==> config.mk <==
export PLATFORM = sky130hd
export DESIGN_NAME = ixbcs_sequencer
export DESIGN_NICKNAME = d
export VERILOG_FILES = /design/src/rtl/ixbcs_pkg.sv /design/src/rtl/ixbcs_ea_adder.sv /design/src/rtl/ixbcs_sequencer.sv
export SDC_FILE = /design/constraint.sdc
export NUM_CORES = 1
export LEC_CHECK = 0
export ABC_AREA = 1
export BUFFER_PORTS_ARGS = -buffer_cell sky130_fd_sc_hd__buf_2
export CORE_MARGIN = 2
export CORE_UTILIZATION = 47
export DETAILED_ROUTE_END_ITERATION = 6
export PLACE_DENSITY = 0.69
export SETUP_SLACK_MARGIN = 0.3
export SLEW_MARGIN = 30
export SYNTH_ARGS = -nofsm -noshare
export SYNTH_HDL_FRONTEND = slang
export SYNTH_SLANG_ARGS = --single-unit
==> constraint.sdc <==
create_clock -name CLOCK -period 7.6 [get_ports CLOCK]
set_input_delay 1.52 -clock CLOCK [delete_from_list [all_inputs] [get_ports CLOCK]]
set_output_delay 1.52 -clock CLOCK [all_outputs]
set_load 0.01 [all_outputs]
==> src/rtl/ixbcs_pkg.sv <==
/*
  Shared constants and types for the indexed-X bus-cycle sequencer:
  opcode values, fixed bus addresses, instruction groups and bus steps.
  Assumes a single CPU bus clock; no timing figures live here.
*/
// Functional notes
// RL1 - extended word compare: seven read cycles
// RL2 - extended call: six cycles, reads target opcode
// RL3 - call pushes return low, then high, writing
// RL4 - indexed: opcode, offset, dummy read at FFFF
// RL5 - indexed jump: three cycles, no operand access
// RL6 - indexed byte group: four cycles, operand last
// RL7 - read-modify-write: read, dummy, write back
// RL8 - indexed test: read, two dummies, no write
// RL9 - word loads: five cycles, high then low
// RL10 - load Y: prefixed, six cycles
// RL11 - word stores: five cycles, high then low
// RL12 - store Y: prefixed, writes cycles five, six
// RL13 - word arithmetic: two reads plus dummy
// RL14 - word compares D/Y: prefixed, seven cycles
// RL15 - indexed call: six cycles, target read fourth
// RL16 - bit set/clear: seven cycles, mask at +2
// RL17 - branch on bits: seven reads, mask, offset
// RL18 - address is X plus unsigned offset, wrapping
package ixbcs_pkg;

  // fixed bus addresses and step sizes
  localparam logic [15:0] DUMMY_ADDR = 16'hFFFF;
  localparam logic [15:0] IDLE_ADDR = 16'hFFFF;
  localparam logic [15:0] ONE_WORD = 16'h0001;
  localparam logic [2:0] ONE_CYCLE = 3'h1;

  // first opcode bytes
  localparam logic [7:0] OPC_PAGE_A = 8'h1A;
  localparam logic [7:0] OPC_PAGE_B = 8'h18;
  localparam logic [7:0] OPC_JUMP_X = 8'h6E;
  localparam logic [7:0] OPC_TEST_X = 8'h6D;
  localparam logic [7:0] OPC_CALL_X = 8'hAD;
  localparam logic [7:0] OPC_CALL_EXT = 8'hBD;
  localparam logic [7:0] OPC_SUB_D_WORD_X = 8'hA3;
  localparam logic [7:0] OPC_ADD_D_WORD_X = 8'hE3;
  localparam logic [7:0] OPC_CMP_X_WORD_X = 8'hAC;
  localparam logic [7:0] OPC_STORE_ONE_X = 8'hA7;
  localparam logic [7:0] OPC_STORE_TWO_X = 8'hE7;
  localparam logic [7:0] OPC_LOAD_D_WORD_X = 8'hEC;
  localparam logic [7:0] OPC_STORE_D_WORD_X = 8'hED;
  localparam logic [7:0] OPC_LOAD_S_WORD_X = 8'hAE;
  localparam logic [7:0] OPC_STORE_S_WORD_X = 8'hAF;
  localparam logic [7:0] OPC_LOAD_X_WORD_X = 8'hEE;
  localparam logic [7:0] OPC_STORE_X_WORD_X = 8'hEF;
  localparam logic [7:0] OPC_BIT_SET_X = 8'h1C;
  localparam logic [7:0] OPC_BIT_CLEAR_X = 8'h1D;
  localparam logic [7:0] OPC_BRANCH_SET_X = 8'h1E;
  localparam logic [7:0] OPC_BRANCH_CLEAR_X = 8'h1F;

  // opcode ranges by high nibble
  localparam logic [3:0] NIB_MODIFY_X = 4'h6;
  localparam logic [3:0] NIB_BYTE_A_X = 4'hA;
  localparam logic [3:0] NIB_BYTE_B_X = 4'hE;

  // second bytes after a prefix
  localparam logic [7:0] OPC2_LOAD_Y_X = 8'hEE;
  localparam logic [7:0] OPC2_STORE_Y_X = 8'hEF;
  localparam logic [7:0] OPC2_CMP_D_X = 8'hA3;
  localparam logic [7:0] OPC2_CMP_Y_X = 8'hAC;
  localparam logic [7:0] OPC2_CMP_D_EXT = 8'hB3;
  localparam logic [7:0] OPC2_CMP_Y_EXT = 8'hBC;

  // instruction groups, each with its own bus pattern
  typedef enum logic [3:0] {
    G_NONE, G_JUMP, G_BYTE, G_STORE8, G_MODIFY, G_TEST, G_LOAD16,
    G_STORE16, G_WORD_ARITH, G_CALL_X, G_BIT_MEM, G_BRANCH_BITS,
    G_EXT_CMP, G_EXT_CALL
  } ixbcs_group_t;

  // bus steps; the step names the meaning of the data byte
  typedef enum logic [4:0] {
    ST_IDLE, ST_OPCODE, ST_PAGE2, ST_OFFSET, ST_EXT_HI, ST_EXT_LO,
    ST_DUMMY, ST_OPND, ST_OPND_LO, ST_MASK, ST_BROFF, ST_DUMMY2,
    ST_DUMMY3, ST_WRITE, ST_WRITE_LO, ST_TARGET, ST_PUSH_LO, ST_PUSH_HI
  } ixbcs_step_t;

endpackage

==> src/rtl/ixbcs_ea_adder.sv <==
/*
  Effective-address adder for indexed addressing.
  Purely combinational; the caller holds base and offset stable.
*/
`timescale 1ns/1ns
module ixbcs_ea_adder (
  // operands
  input wire logic [15:0] base,
  input wire logic [7:0] offset,
  // result
  output logic [15:0] sum
);

  // offset is unsigned; the carry out of bit 15 is dropped on purpose
  assign sum = base + {8'h00, offset}; // RL18

endmodule

==> src/rtl/ixbcs_sequencer.sv <==
/*
  Bus-cycle sequencer for indexed-X instructions plus the extended
  word compares and the extended call. Fetches, decodes the opcode,
  and drives address, read/write and write data one cycle per step.
  Assumes memory on the same clock answers a read within the cycle,
  and that the core supplies index, stack and store data at START
  and the modify result while the second dummy read is on the bus.
*/
`timescale 1ns/1ns
module ixbcs_sequencer
  import ixbcs_pkg::*;
(
  // clock and reset
  input wire logic CLOCK,
  input wire logic RST,
  // instruction start from the core
  input wire logic START,
  input wire logic [15:0] PC_IN,
  input wire logic [15:0] X_IN,
  input wire logic [15:0] SP_IN,
  input wire logic [15:0] STORE_WORD,
  input wire logic [7:0] STORE_BYTE,
  input wire logic [7:0] RESULT_BYTE,
  // memory bus
  output logic [15:0] ADDR,
  output logic RW,
  output logic [7:0] DATA_OUT,
  input wire logic [7:0] DATA_IN,
  // sequencing status
  output logic BUSY,
  output logic DONE,
  output logic ILLEGAL,
  output ixbcs_step_t STEP,
  output ixbcs_group_t GROUP,
  output logic [2:0] CYCLE_NUM,
  // captured bytes for the core
  output logic [7:0] OPCODE,
  output logic [7:0] PAGE_OPCODE,
  output logic [15:0] OPERAND_WORD,
  output logic [7:0] MASK_BYTE,
  output logic [7:0] BRANCH_BYTE,
  output logic [7:0] TARGET_OPCODE,
  output logic [15:0] TARGET_ADDR,
  output logic [15:0] NEXT_PC
);

  // sequencing state
  ixbcs_step_t step, next_step;
  ixbcs_group_t group, next_group;
  logic [15:0] addr, next_addr;
  logic rw, next_rw;
  logic [7:0] dout, next_dout;
  logic [2:0] cycle, next_cycle;
  logic [15:0] fetch, next_fetch;
  logic [15:0] eff, next_eff;
  logic [7:0] offset, next_offset;
  logic [15:0] x_base, next_x_base;
  logic [15:0] sp, next_sp;
  logic [15:0] store_word, next_store_word;
  logic [7:0] store_byte, next_store_byte;
  logic [7:0] opcode, next_opcode;
  logic [7:0] page, next_page;
  logic [15:0] operand, next_operand;
  logic [7:0] mask, next_mask;
  logic [7:0] branch, next_branch;
  logic [7:0] target_opc, next_target_opc;
  logic [15:0] target, next_target;
  logic [15:0] ea_sum;
  logic done, illegal;

  // index plus offset, shared by every indexed group
  ixbcs_ea_adder u_ea (
    .base(x_base),
    .offset(offset),
    .sum(ea_sum)
  );

  // single-byte opcode decode; undefined codes in the modify
  // column are treated as modify, which keeps the decode small
  function automatic ixbcs_group_t decode_first(input logic [7:0] op);
    ixbcs_group_t g;
    g = G_NONE;
    case (op)
      OPC_JUMP_X: g = G_JUMP; // RL5
      OPC_TEST_X: g = G_TEST; // RL8
      OPC_CALL_X: g = G_CALL_X; // RL15
      OPC_CALL_EXT: g = G_EXT_CALL; // RL2
      OPC_SUB_D_WORD_X, OPC_ADD_D_WORD_X, OPC_CMP_X_WORD_X:
        g = G_WORD_ARITH; // RL13
      OPC_STORE_ONE_X, OPC_STORE_TWO_X: g = G_STORE8;
      OPC_LOAD_D_WORD_X, OPC_LOAD_S_WORD_X, OPC_LOAD_X_WORD_X:
        g = G_LOAD16; // RL9
      OPC_STORE_D_WORD_X, OPC_STORE_S_WORD_X, OPC_STORE_X_WORD_X:
        g = G_STORE16; // RL11
      OPC_BIT_SET_X, OPC_BIT_CLEAR_X: g = G_BIT_MEM; // RL16
      OPC_BRANCH_SET_X, OPC_BRANCH_CLEAR_X: g = G_BRANCH_BITS; // RL17
      default: begin
        if (op[7:4] == NIB_MODIFY_X) begin
          g = G_MODIFY; // RL7
        end else if (op[7:4] == NIB_BYTE_A_X || op[7:4] == NIB_BYTE_B_X) begin
          g = G_BYTE; // RL6
        end
      end
    endcase
    return g;
  endfunction

  // second-byte decode behind a prefix
  function automatic ixbcs_group_t decode_second(input logic [7:0] pre,
                                                input logic [7:0] op);
    ixbcs_group_t g;
    g = G_NONE;
    if (pre == OPC_PAGE_A) begin
      case (op)
        OPC2_CMP_D_X, OPC2_CMP_Y_X: g = G_WORD_ARITH; // RL14
        OPC2_LOAD_Y_X: g = G_LOAD16; // RL10
        OPC2_STORE_Y_X: g = G_STORE16; // RL12
        OPC2_CMP_D_EXT: g = G_EXT_CMP; // RL1
        default: g = G_NONE;
      endcase
    end else if (op == OPC2_CMP_Y_EXT) begin
      g = G_EXT_CMP; // RL1
    end
    return g;
  endfunction

  // next bus cycle: one step per clock, address and level
  // are decided here so the pins come straight from flops
  always_comb begin
    next_step = step;
    next_group = group;
    next_addr = addr;
    next_rw = 1'b1;
    next_dout = dout;
    next_cycle = cycle + ONE_CYCLE;
    next_fetch = fetch;
    next_eff = eff;
    next_offset = offset;
    next_x_base = x_base;
    next_sp = sp;
    next_store_word = store_word;
    next_store_byte = store_byte;
    next_opcode = opcode;
    next_page = page;
    next_operand = operand;
    next_mask = mask;
    next_branch = branch;
    next_target_opc = target_opc;
    next_target = target;
    done = 1'b0;
    illegal = 1'b0;
    case (step)
      ST_IDLE: begin
        next_cycle = cycle;
        if (START) begin
          // core state is caught once so it cannot move mid-instruction
          next_step = ST_OPCODE;
          next_addr = PC_IN;
          next_fetch = PC_IN;
          next_x_base = X_IN;
          next_sp = SP_IN;
          next_store_word = STORE_WORD;
          next_store_byte = STORE_BYTE;
          next_operand = 16'h0000;
          next_page = 8'h00;
          next_cycle = ONE_CYCLE;
        end
      end
      ST_OPCODE: begin
        next_opcode = DATA_IN;
        next_fetch = fetch + ONE_WORD;
        next_addr = fetch + ONE_WORD;
        next_group = decode_first(DATA_IN);
        if (DATA_IN == OPC_PAGE_A || DATA_IN == OPC_PAGE_B) begin
          next_step = ST_PAGE2;
        end else if (decode_first(DATA_IN) == G_EXT_CALL) begin
          next_step = ST_EXT_HI; // RL2
        end else if (decode_first(DATA_IN) != G_NONE) begin
          next_step = ST_OFFSET; // RL4
        end else begin
          illegal = 1'b1;
        end
      end
      ST_PAGE2: begin
        next_page = DATA_IN;
        next_fetch = fetch + ONE_WORD;
        next_addr = fetch + ONE_WORD;
        next_group = decode_second(opcode, DATA_IN);
        if (decode_second(opcode, DATA_IN) == G_EXT_CMP) begin
          next_step = ST_EXT_HI; // RL1
        end else if (decode_second(opcode, DATA_IN) != G_NONE) begin
          next_step = ST_OFFSET; // RL14
        end else begin
          illegal = 1'b1;
        end
      end
      ST_OFFSET: begin
        next_offset = DATA_IN;
        next_fetch = fetch + ONE_WORD;
        next_step = ST_DUMMY;
        next_addr = DUMMY_ADDR; // RL4
      end
      ST_DUMMY: begin
        next_eff = ea_sum; // RL18
        next_addr = ea_sum;
        case (group)
          G_JUMP: begin
            next_target = ea_sum; // RL5
            next_step = ST_IDLE;
          end
          G_STORE8: begin
            next_step = ST_WRITE;
            next_rw = 1'b0;
            next_dout = store_byte;
          end
          G_STORE16: begin
            next_step = ST_WRITE;
            next_rw = 1'b0; // RL11
            next_dout = store_word[15:8]; // RL12
          end
          G_CALL_X: next_step = ST_TARGET; // RL15
          default: next_step = ST_OPND; // RL6
        endcase
      end
      ST_EXT_HI: begin
        next_eff = {DATA_IN, eff[7:0]};
        next_fetch = fetch + ONE_WORD;
        next_addr = fetch + ONE_WORD;
        next_step = ST_EXT_LO;
      end
      ST_EXT_LO: begin
        next_eff = {eff[15:8], DATA_IN};
        next_addr = {eff[15:8], DATA_IN};
        next_fetch = fetch + ONE_WORD;
        if (group == G_EXT_CALL) begin
          next_step = ST_TARGET; // RL2
        end else begin
          next_step = ST_OPND; // RL1
        end
      end
      ST_OPND: begin
        // shift in so word operands land high byte first
        next_operand = {operand[7:0], DATA_IN};
        case (group)
          G_BYTE: next_step = ST_IDLE; // RL6
          G_MODIFY, G_TEST: begin
            next_step = ST_DUMMY2;
            next_addr = DUMMY_ADDR; // RL7
          end
          G_BIT_MEM, G_BRANCH_BITS: begin
            next_step = ST_MASK;
            next_addr = fetch; // RL16
          end
          default: begin
            next_step = ST_OPND_LO;
            next_addr = addr + ONE_WORD; // RL9
          end
        endcase
      end
      ST_OPND_LO: begin
        next_operand = {operand[7:0], DATA_IN};
        if (group == G_LOAD16) begin
          next_step = ST_IDLE; // RL10
        end else begin
          next_step = ST_DUMMY2;
          next_addr = DUMMY_ADDR; // RL13
        end
      end
      ST_MASK: begin
        next_mask = DATA_IN;
        next_fetch = fetch + ONE_WORD;
        if (group == G_BIT_MEM) begin
          next_step = ST_DUMMY2;
          next_addr = DUMMY_ADDR; // RL16
        end else begin
          next_step = ST_BROFF;
          next_addr = fetch + ONE_WORD; // RL17
        end
      end
      ST_BROFF: begin
        next_branch = DATA_IN;
        next_fetch = fetch + ONE_WORD;
        next_step = ST_DUMMY2;
        next_addr = DUMMY_ADDR; // RL17
      end
      ST_DUMMY2: begin
        case (group)
          G_MODIFY, G_BIT_MEM: begin
            // result is taken late so the core's ALU has a full cycle
            next_step = ST_WRITE;
            next_addr = eff;
            next_rw = 1'b0; // RL7
            next_dout = RESULT_BYTE;
          end
          G_TEST: begin
            next_step = ST_DUMMY3;
            next_addr = DUMMY_ADDR; // RL8
          end
          default: next_step = ST_IDLE; // RL13
        endcase
      end
      ST_DUMMY3: next_step = ST_IDLE; // RL8
      ST_WRITE: begin
        if (group == G_STORE16) begin
          next_step = ST_WRITE_LO;
          next_addr = addr + ONE_WORD;
          next_rw = 1'b0; // RL11
          next_dout = store_word[7:0]; // RL12
        end else begin
          next_step = ST_IDLE;
        end
      end
      ST_WRITE_LO: next_step = ST_IDLE;
      ST_TARGET: begin
        next_target_opc = DATA_IN;
        next_target = eff;
        next_step = ST_PUSH_LO;
        next_addr = sp;
        next_rw = 1'b0; // RL3
        next_dout = fetch[7:0];
      end
      ST_PUSH_LO: begin
        next_step = ST_PUSH_HI;
        next_addr = sp - ONE_WORD;
        next_rw = 1'b0; // RL3
        next_dout = fetch[15:8];
      end
      ST_PUSH_HI: next_step = ST_IDLE; // RL3
      default: next_step = ST_IDLE;
    endcase
    // any finishing step parks the bus reading the idle address
    if (step != ST_IDLE && next_step == ST_IDLE) begin
      done = 1'b1;
      next_addr = IDLE_ADDR;
      next_rw = 1'b1;
      next_cycle = 3'h0;
    end
    if (illegal) begin
      next_step = ST_IDLE;
      next_group = G_NONE;
      done = 1'b1;
      next_addr = IDLE_ADDR;
      next_rw = 1'b1;
      next_cycle = 3'h0;
    end
  end

  // state registers only
  always_ff @(posedge CLOCK or posedge RST) begin
    if (RST) begin
      step <= ST_IDLE;
      group <= G_NONE;
      addr <= IDLE_ADDR;
      rw <= 1'b1;
      dout <= 8'h00;
      cycle <= 3'h0;
      fetch <= 16'h0000;
      eff <= 16'h0000;
      offset <= 8'h00;
      x_base <= 16'h0000;
      sp <= 16'h0000;
      store_word <= 16'h0000;
      store_byte <= 8'h00;
      opcode <= 8'h00;
      page <= 8'h00;
      operand <= 16'h0000;
      mask <= 8'h00;
      branch <= 8'h00;
      target_opc <= 8'h00;
      target <= 16'h0000;
    end else begin
      step <= next_step;
      group <= next_group;
      addr <= next_addr;
      rw <= next_rw;
      dout <= next_dout;
      cycle <= next_cycle;
      fetch <= next_fetch;
      eff <= next_eff;
      offset <= next_offset;
      x_base <= next_x_base;
      sp <= next_sp;
      store_word <= next_store_word;
      store_byte <= next_store_byte;
      opcode <= next_opcode;
      page <= next_page;
      operand <= next_operand;
      mask <= next_mask;
      branch <= next_branch;
      target_opc <= next_target_opc;
      target <= next_target;
    end
  end

  // outputs; DONE and ILLEGAL mark the last bus cycle
  assign ADDR = addr;
  assign RW = rw;
  assign DATA_OUT = dout;
  assign BUSY = (step != ST_IDLE);
  assign DONE = done;
  assign ILLEGAL = illegal;
  assign STEP = step;
  assign GROUP = group;
  assign CYCLE_NUM = cycle;
  assign OPCODE = opcode;
  assign PAGE_OPCODE = page;
  assign OPERAND_WORD = operand;
  assign MASK_BYTE = mask;
  assign BRANCH_BYTE = branch;
  assign TARGET_OPCODE = target_opc;
  assign TARGET_ADDR = target;
  assign NEXT_PC = fetch;

endmodule

==> out/metrics.yaml, run 1 <==
clock_tree:
  postCtsResizedCells: 0
  cts_buffers: 24
  root_buffer: "clkbuf_16"
  clk_pin_slew_ps: 60
  post_cts_buffers: 0
  cts_buffer_depth: 3
  cts.sinks: 205
  hold_buffers: 0
  cts_tree: "done"
  clk-insertion-delay-late_ps: 540
  htree_levels: 1
sta:
  fin_tns_setup_ps: 0
  worst_pin_slew_ps: 823.4
  fin_crit_sh_pct: 69.28
  holdWs_ps: 478.4
  rsz0062_at_grt: "false"
  setup_viol: 0
  hold_viol_final: 0
  clock.fmax_ghz: 0.1899
  timing.final.max_slew_violations: 0
  skew_ps: 31.97
  setup_slack_ps: 2335
  period_minus_slack_ps: 5265
  relSlewSlack_pct: 45.11
routing:
  dr.pass1.iters: 6
  drt_iter0_markers: 1310
  drt_wl_total_mm: 44.43
  wl_per_cell_um: 20.26
  drc: 0
  drtAntennaViolNets: 0
  avgViaCountPerCell: 5.646
  num_vias: 12380
global_route:
  grt.total_usage_pct: 32.94
  globalRoute.totalOverflow: 0
  grt_pass1_vias: 11720
  grt_pass1_wl_mm: 67.57
  antenna_found_initial: 0
  grt_max_degree: 130
worst_setup_path:
  critPathLaunchType: "primary input"
  crit_path_end_kind: "primary output"
  crit_type: "primary input to primary output"
  critPathMaxFanout: 20
  critPathArrivalTime_ps: 3750
  critical_path_required_ps: 6080
finish:
  diodes: 0
  nFillCells: 2516
  final_common_cell: "nand2_1"
  drive_gt1_share_pct: 18.41
  nets: 1950
  area_growth_pct: 18.13
  final_cell_mix: "nand2_1 (523), buf_2 (218), o21ai_0 (196)"
synth:
  synth-edff-count: 0
  ys_seq_elements: 205
  synth_nets: 1761
  ys_types: 46
  synth_warnings: 0
  synth_flop_cell: "dfrtp_1"
  yosysSeqAreaShare_pct: 42.97
  synthCells: 1657
  syn_area_per_cell_um2: 7.235
  synth-async-reset-ratio_pct: 100.0
  netlist_area_um2: 11990
power_and_ir_drop:
  p_sw_mw: 3.205
  leakagePower_nw: 7.260
  sw_frac_of_total_pct: 48.12
  power.density_nw_per_um2: 470.4
  seqPwrFrac_pct: 32.2
  vdd_drop_max_v: 0.0002558
  power_frac_comb_pct: 49.3
  internal-power_mw: 3.456
  power_frac_clock_pct: 18.5
place:
  place.gp.congestion: 0.9817
  io_buffers: 218
  hpwl_mm: 33.25
  dp_slack_ps: 2344
die:
  dieArea_um2: 26800
  row_count: 58
  coreArea_um2: 25110
  fp.dieW_um: 163.7
  dieHeight_um: 163.7
  io_pins: 219
  initial_core_util_pct: 47.74
run:
  cap_violations: 0
worst_hold_path:
  hp-class: "flip-flop to flip-flop"
status:
  outcome: "finished clean"
worst max-delay path, stage by stage:
cell	delay (ps)
buf_2	150
inv_1	400
nand2_1	90
nor2_1	180
nand2_1	90
nand2_1	110
inv_2	30
nand2_1	50
nor2_1	50
nand3_1	70
nand2_1	100
nand4_1	110
nand2_2	80
inv_1	100
nand2_1	80
nand2_1	70
buf_4	250
inv_1	60
buf_2	140
final timing paths:
path	from	end	slack (ps)	cells past startpoint
max in group asynchronous	RST	sp[3]	5330	4
min reg2reg	TARGET_ADDR[10]	TARGET_ADDR[10]	480	2
min	TARGET_ADDR[10]	TARGET_ADDR[10]	480	2
max	DATA_IN[1]	DONE	2330	19
max reg2reg	STEP[1]	NEXT_PC[15]	4060	11
min in group asynchronous	RST	BRANCH_BYTE[2]	1010	2
layer usage:
metal	track usage (%)	vias to the layer above	part of all wire [%]
met5	0	-	0
met4	14.47	0	4.7
met3	5.707	107	7.6
met2	51.53	552	45
met1	45.05	5867	43
li1	-	5855	-
final cells by class:
type                            count  area (µm²)  area share, %
Clock buffer                       33       664.4          4.692
Clock inverter                     10       173.9          1.228
Inverter                          153       586.8          4.144
Multi-Input combinational cell   1230        5963          42.11
Sequential cell                   205        5151          36.38
Tap cell                          330       412.9          2.916
Timing Repair Buffer              232        1209          8.535
synthesized netlist by cell type (all sizes together), types with 3 or more instances:
cell	count	area share (%)
nand3b	4	0.25
buf	20	0.96
o22ai	22	1.1
o21a	3	0.19
inv	152	4.8
o2111ai	4	0.29
nand4	24	1.3
dfrtp	188	39
o211ai	11	0.69
a21oi	63	2.6
mux2i	8	0.67
or2	3	0.16
a211oi	7	0.44
nor2	144	5.0
nor3	29	1.3
dfstp	17	3.7
clkbuf	49	1.5
nand3	76	3.3
ha	12	1.3
o21ai	204	8.5
nand2	532	17
o221ai	5	0.37
nor4	11	0.70
a31oi	10	0.52
a221oi	10	0.73
a22oi	12	0.75
xor2	26	1.9
per-stage QoR:
step                instances  cell area [µm²]  util (%)  power (mW)
finish                   2193            14160     56.40       6.661
global route             2193            14160     56.40       7.153
CTS                      2193            14160     56.38       6.625
detailed placement       2150            13320     53.04       5.364
global placement         2149            13300     52.96       5.333
floorplan                1657            11990         -       4.196
cells by family (layout without fill, tap and decap cells):
family	Yosys count	count (layout)	share of synthesized area (%)
and+or+nand+nor	825	825	28.95
AOI/OAI and AO/OA	356	356	16.66
buffers and inverters	222	428	7.285
DFF	205	205	42.97
xor gates and xnor gates	28	28	2.046
adders and majority gates	13	13	1.419
muxes	8	8	0.6680
state kept, by name, indices dropped and copies added (netlist names), 16 cells and up:
register and count:
ADDR 16, NEXT_PC 16, OPERAND_WORD 16, TARGET_ADDR 16
eff 16, sp 16, store_word 16, x_base 16
power by group through the flow:
stage / clock, mW / sequential (mW) / combinational (mW)
finish: 1.23 / 2.14 / 3.29
global route: 1.30 / 2.19 / 3.66
CTS: 1.25 / 2.13 / 3.25
detailed placement: 0 / 2.13 / 3.23
global placement: 0 / 2.13 / 3.20
floorplan: 0 / 2.08 / 2.12
No activity file was read; power rests on OpenSTA's default activity.
==> inputs of run 2 (changes only) <==
--- a/config.mk
+++ b/config.mk
@@ -10,7 +10,7 @@
 export CORE_MARGIN = 2
 export CORE_UTILIZATION = 47
 export DETAILED_ROUTE_END_ITERATION = 6
-export PLACE_DENSITY = 0.69
+export PLACE_DENSITY = 0.72
 export SETUP_SLACK_MARGIN = 0.3
 export SLEW_MARGIN = 30
 export SYNTH_ARGS = -nofsm -noshare
==> constraint.sdc (replaced) <==
create_clock -name CLOCK -period 4.4 [get_ports CLOCK]
set_input_delay 0.88 -clock CLOCK [delete_from_list [all_inputs] [get_ports CLOCK]]
set_output_delay 0.88 -clock CLOCK [all_outputs]
set_load 0.01 [all_outputs]
==> out/metrics.yaml, run 2 (synthesis results as in run 1) <==
sta:
  period_minus_slack_ps: 3938
  hold_viol_final: 0
  rsz0062_at_grt: "false"
  clock.fmax_ghz: 0.2539
  fin_crit_sh_pct: 89.50
  holdWs_ps: 472.6
  setup_viol: 0
  fin_tns_setup_ps: 0
  setup_slack_ps: 462.0
  skew_ps: 17.25
  relSlewSlack_pct: 48.10
  timing.final.max_slew_violations: 0
  worst_pin_slew_ps: 777.6
clock_tree:
  root_buffer: "clkbuf_16"
  postCtsResizedCells: 1
  htree_levels: 1
  cts_tree: "done"
  clk-insertion-delay-late_ps: 540
  hold_buffers: 0
  post_cts_buffers: 0
  cts_buffers: 23
  cts.sinks: 205
  cts_buffer_depth: 3
  clk_pin_slew_ps: 60
routing:
  wl_per_cell_um: 20.26
  drtAntennaViolNets: 0
  avgViaCountPerCell: 5.650
  drt_wl_total_mm: 44.58
  drt_iter0_markers: 1320
  num_vias: 12430
  drc: 0
  dr.pass1.iters: 7
place:
  io_buffers: 218
  dp_slack_ps: 693.1
  post-place-cells: 2158
  placed_cell_area_um2: 13400
  place.gp.congestion: 0.9773
  hpwl_mm: 33.93
global_route:
  antenna_found_initial: 0
  grt_pass1_wl_mm: 67.79
  grt_pass1_vias: 11910
  grt.total_usage_pct: 33.10
  grt_max_degree: 117
  globalRoute.totalOverflow: 0
power_and_ir_drop:
  finalPower_mw: 11.39
  p_sw_mw: 5.573
  power_frac_comb_pct: 50.7
  vdd_drop_max_v: 0.0004024
  leakagePower_nw: 7.287
  internal-power_mw: 5.820
  power_frac_clock_pct: 17.0
  sw_frac_of_total_pct: 48.92
  power.density_nw_per_um2: 803.0
  seqPwrFrac_pct: 32.4
finish:
  diodes: 0
  area_growth_pct: 18.35
  nets: 1957
  final_cell_count_no_fill: 2200
  final_cell_mix: "nand2_1 (521), buf_2 (218), o21ai_0 (196)"
  final_common_cell: "nand2_1"
  drive_gt1_share_pct: 19.20
  post-route-util_pct: 56.50
  final_area_um2: 14190
worst_setup_path:
  path_depth: 13
  crit_path_start: "STEP[1]"
  rr_endpoint: "NEXT_PC[4]"
  critical_path_required_ps: 3520
  crit_chain: "inv_2 > nand2_2 > nor2_2 > nand2_1 > nand2_1 > nor2_1 > o211ai_1 > inv_2 > nand4_1 > nand2_1 > nand2_1 > inv_1 > buf_2"
  cp_top_family: "simple AND/OR/NAND/NOR gates"
  crit_top_cell: "nand2_1"
  reg2reg_from: "STEP[1]"
  cpPeakStageDelay_ps: 610
  crit_path_end_kind: "primary output"
  cpMaxStageDelayCell: "nor2_2"
  crit_type: "flip-flop to primary output"
  reg2reg_slack_ps: 1080
  ff2ff_path_depth: 12
  cp-endpoint: "DONE"
  critPathMaxFanout: 14
  cp.buffers_inverters: 4
  critPathLaunchType: "flip-flop"
  critPathArrivalTime_ps: 3060
die:
  row_count: 58
  coreArea_um2: 25110
  dieArea_um2: 26800
  fp.dieW_um: 163.7
  io_pins: 219
  initial_core_util_pct: 47.74
  dieHeight_um: 163.7
run:
  cap_violations: 0
worst_hold_path:
  hp-class: "flip-flop to flip-flop"
status:
  outcome: "finished clean"
[run 2: worst reg2reg max path: stages, from the launching register on]
cell and delay (ps):
dfrtp_2 480, inv_2 200, nand2_2 120, nor2_4 240, clkinv_2 380, nand2_1 220
nor3_1 90, nand2_1 120, buf_4 220, inv_2 160, nand2_1 550, inv_1 230
o21ai_0 230
[run 2: power by group through the flow]
stage | sequential, mW | combinational, mW | clock (mW)
floorplan | 3.59 | 3.66 | 0
global placement | 3.67 | 5.63 | 0
detailed placement | 3.67 | 5.68 | 0
CTS | 3.66 | 5.70 | 1.95
global route | 3.77 | 6.45 | 2.03
finish | 3.69 | 5.77 | 1.93
[run 2: cell type report]
cell class	instances	area (µm²)
clock buffers	32	649.4
clock inverters	10	103.9
fillers	2459	10920
inverters	153	583.1
multi-input cells	1230	5992
flip-flops and latches	205	5152
well taps	330	412.9
repair buffers	240	1294
[run 2: worst min-delay path by stage]
stage,from,endpoint,slack [ps],cells after the start
after detailed placement,TARGET_ADDR[10],TARGET_ADDR[10],460,2
final,TARGET_ADDR[10],TARGET_ADDR[10],470,2
after CTS,TARGET_ADDR[10],TARGET_ADDR[10],480,2
after floorplan,store_byte[0],store_byte[0],450,2
after global routing,DATA_OUT[3],DATA_OUT[3],500,2
after global placement,TARGET_ADDR[10],TARGET_ADDR[10],460,2
[run 2: layer usage]
layer  up-vias  track usage [%]  part of all wire (%)
met5         -                0                     0
met2       571            52.67                    46
met4         0            13.84                   4.4
li1       5876                -                     -
met1      5883            44.27                    42
met3       100            6.490                   8.2
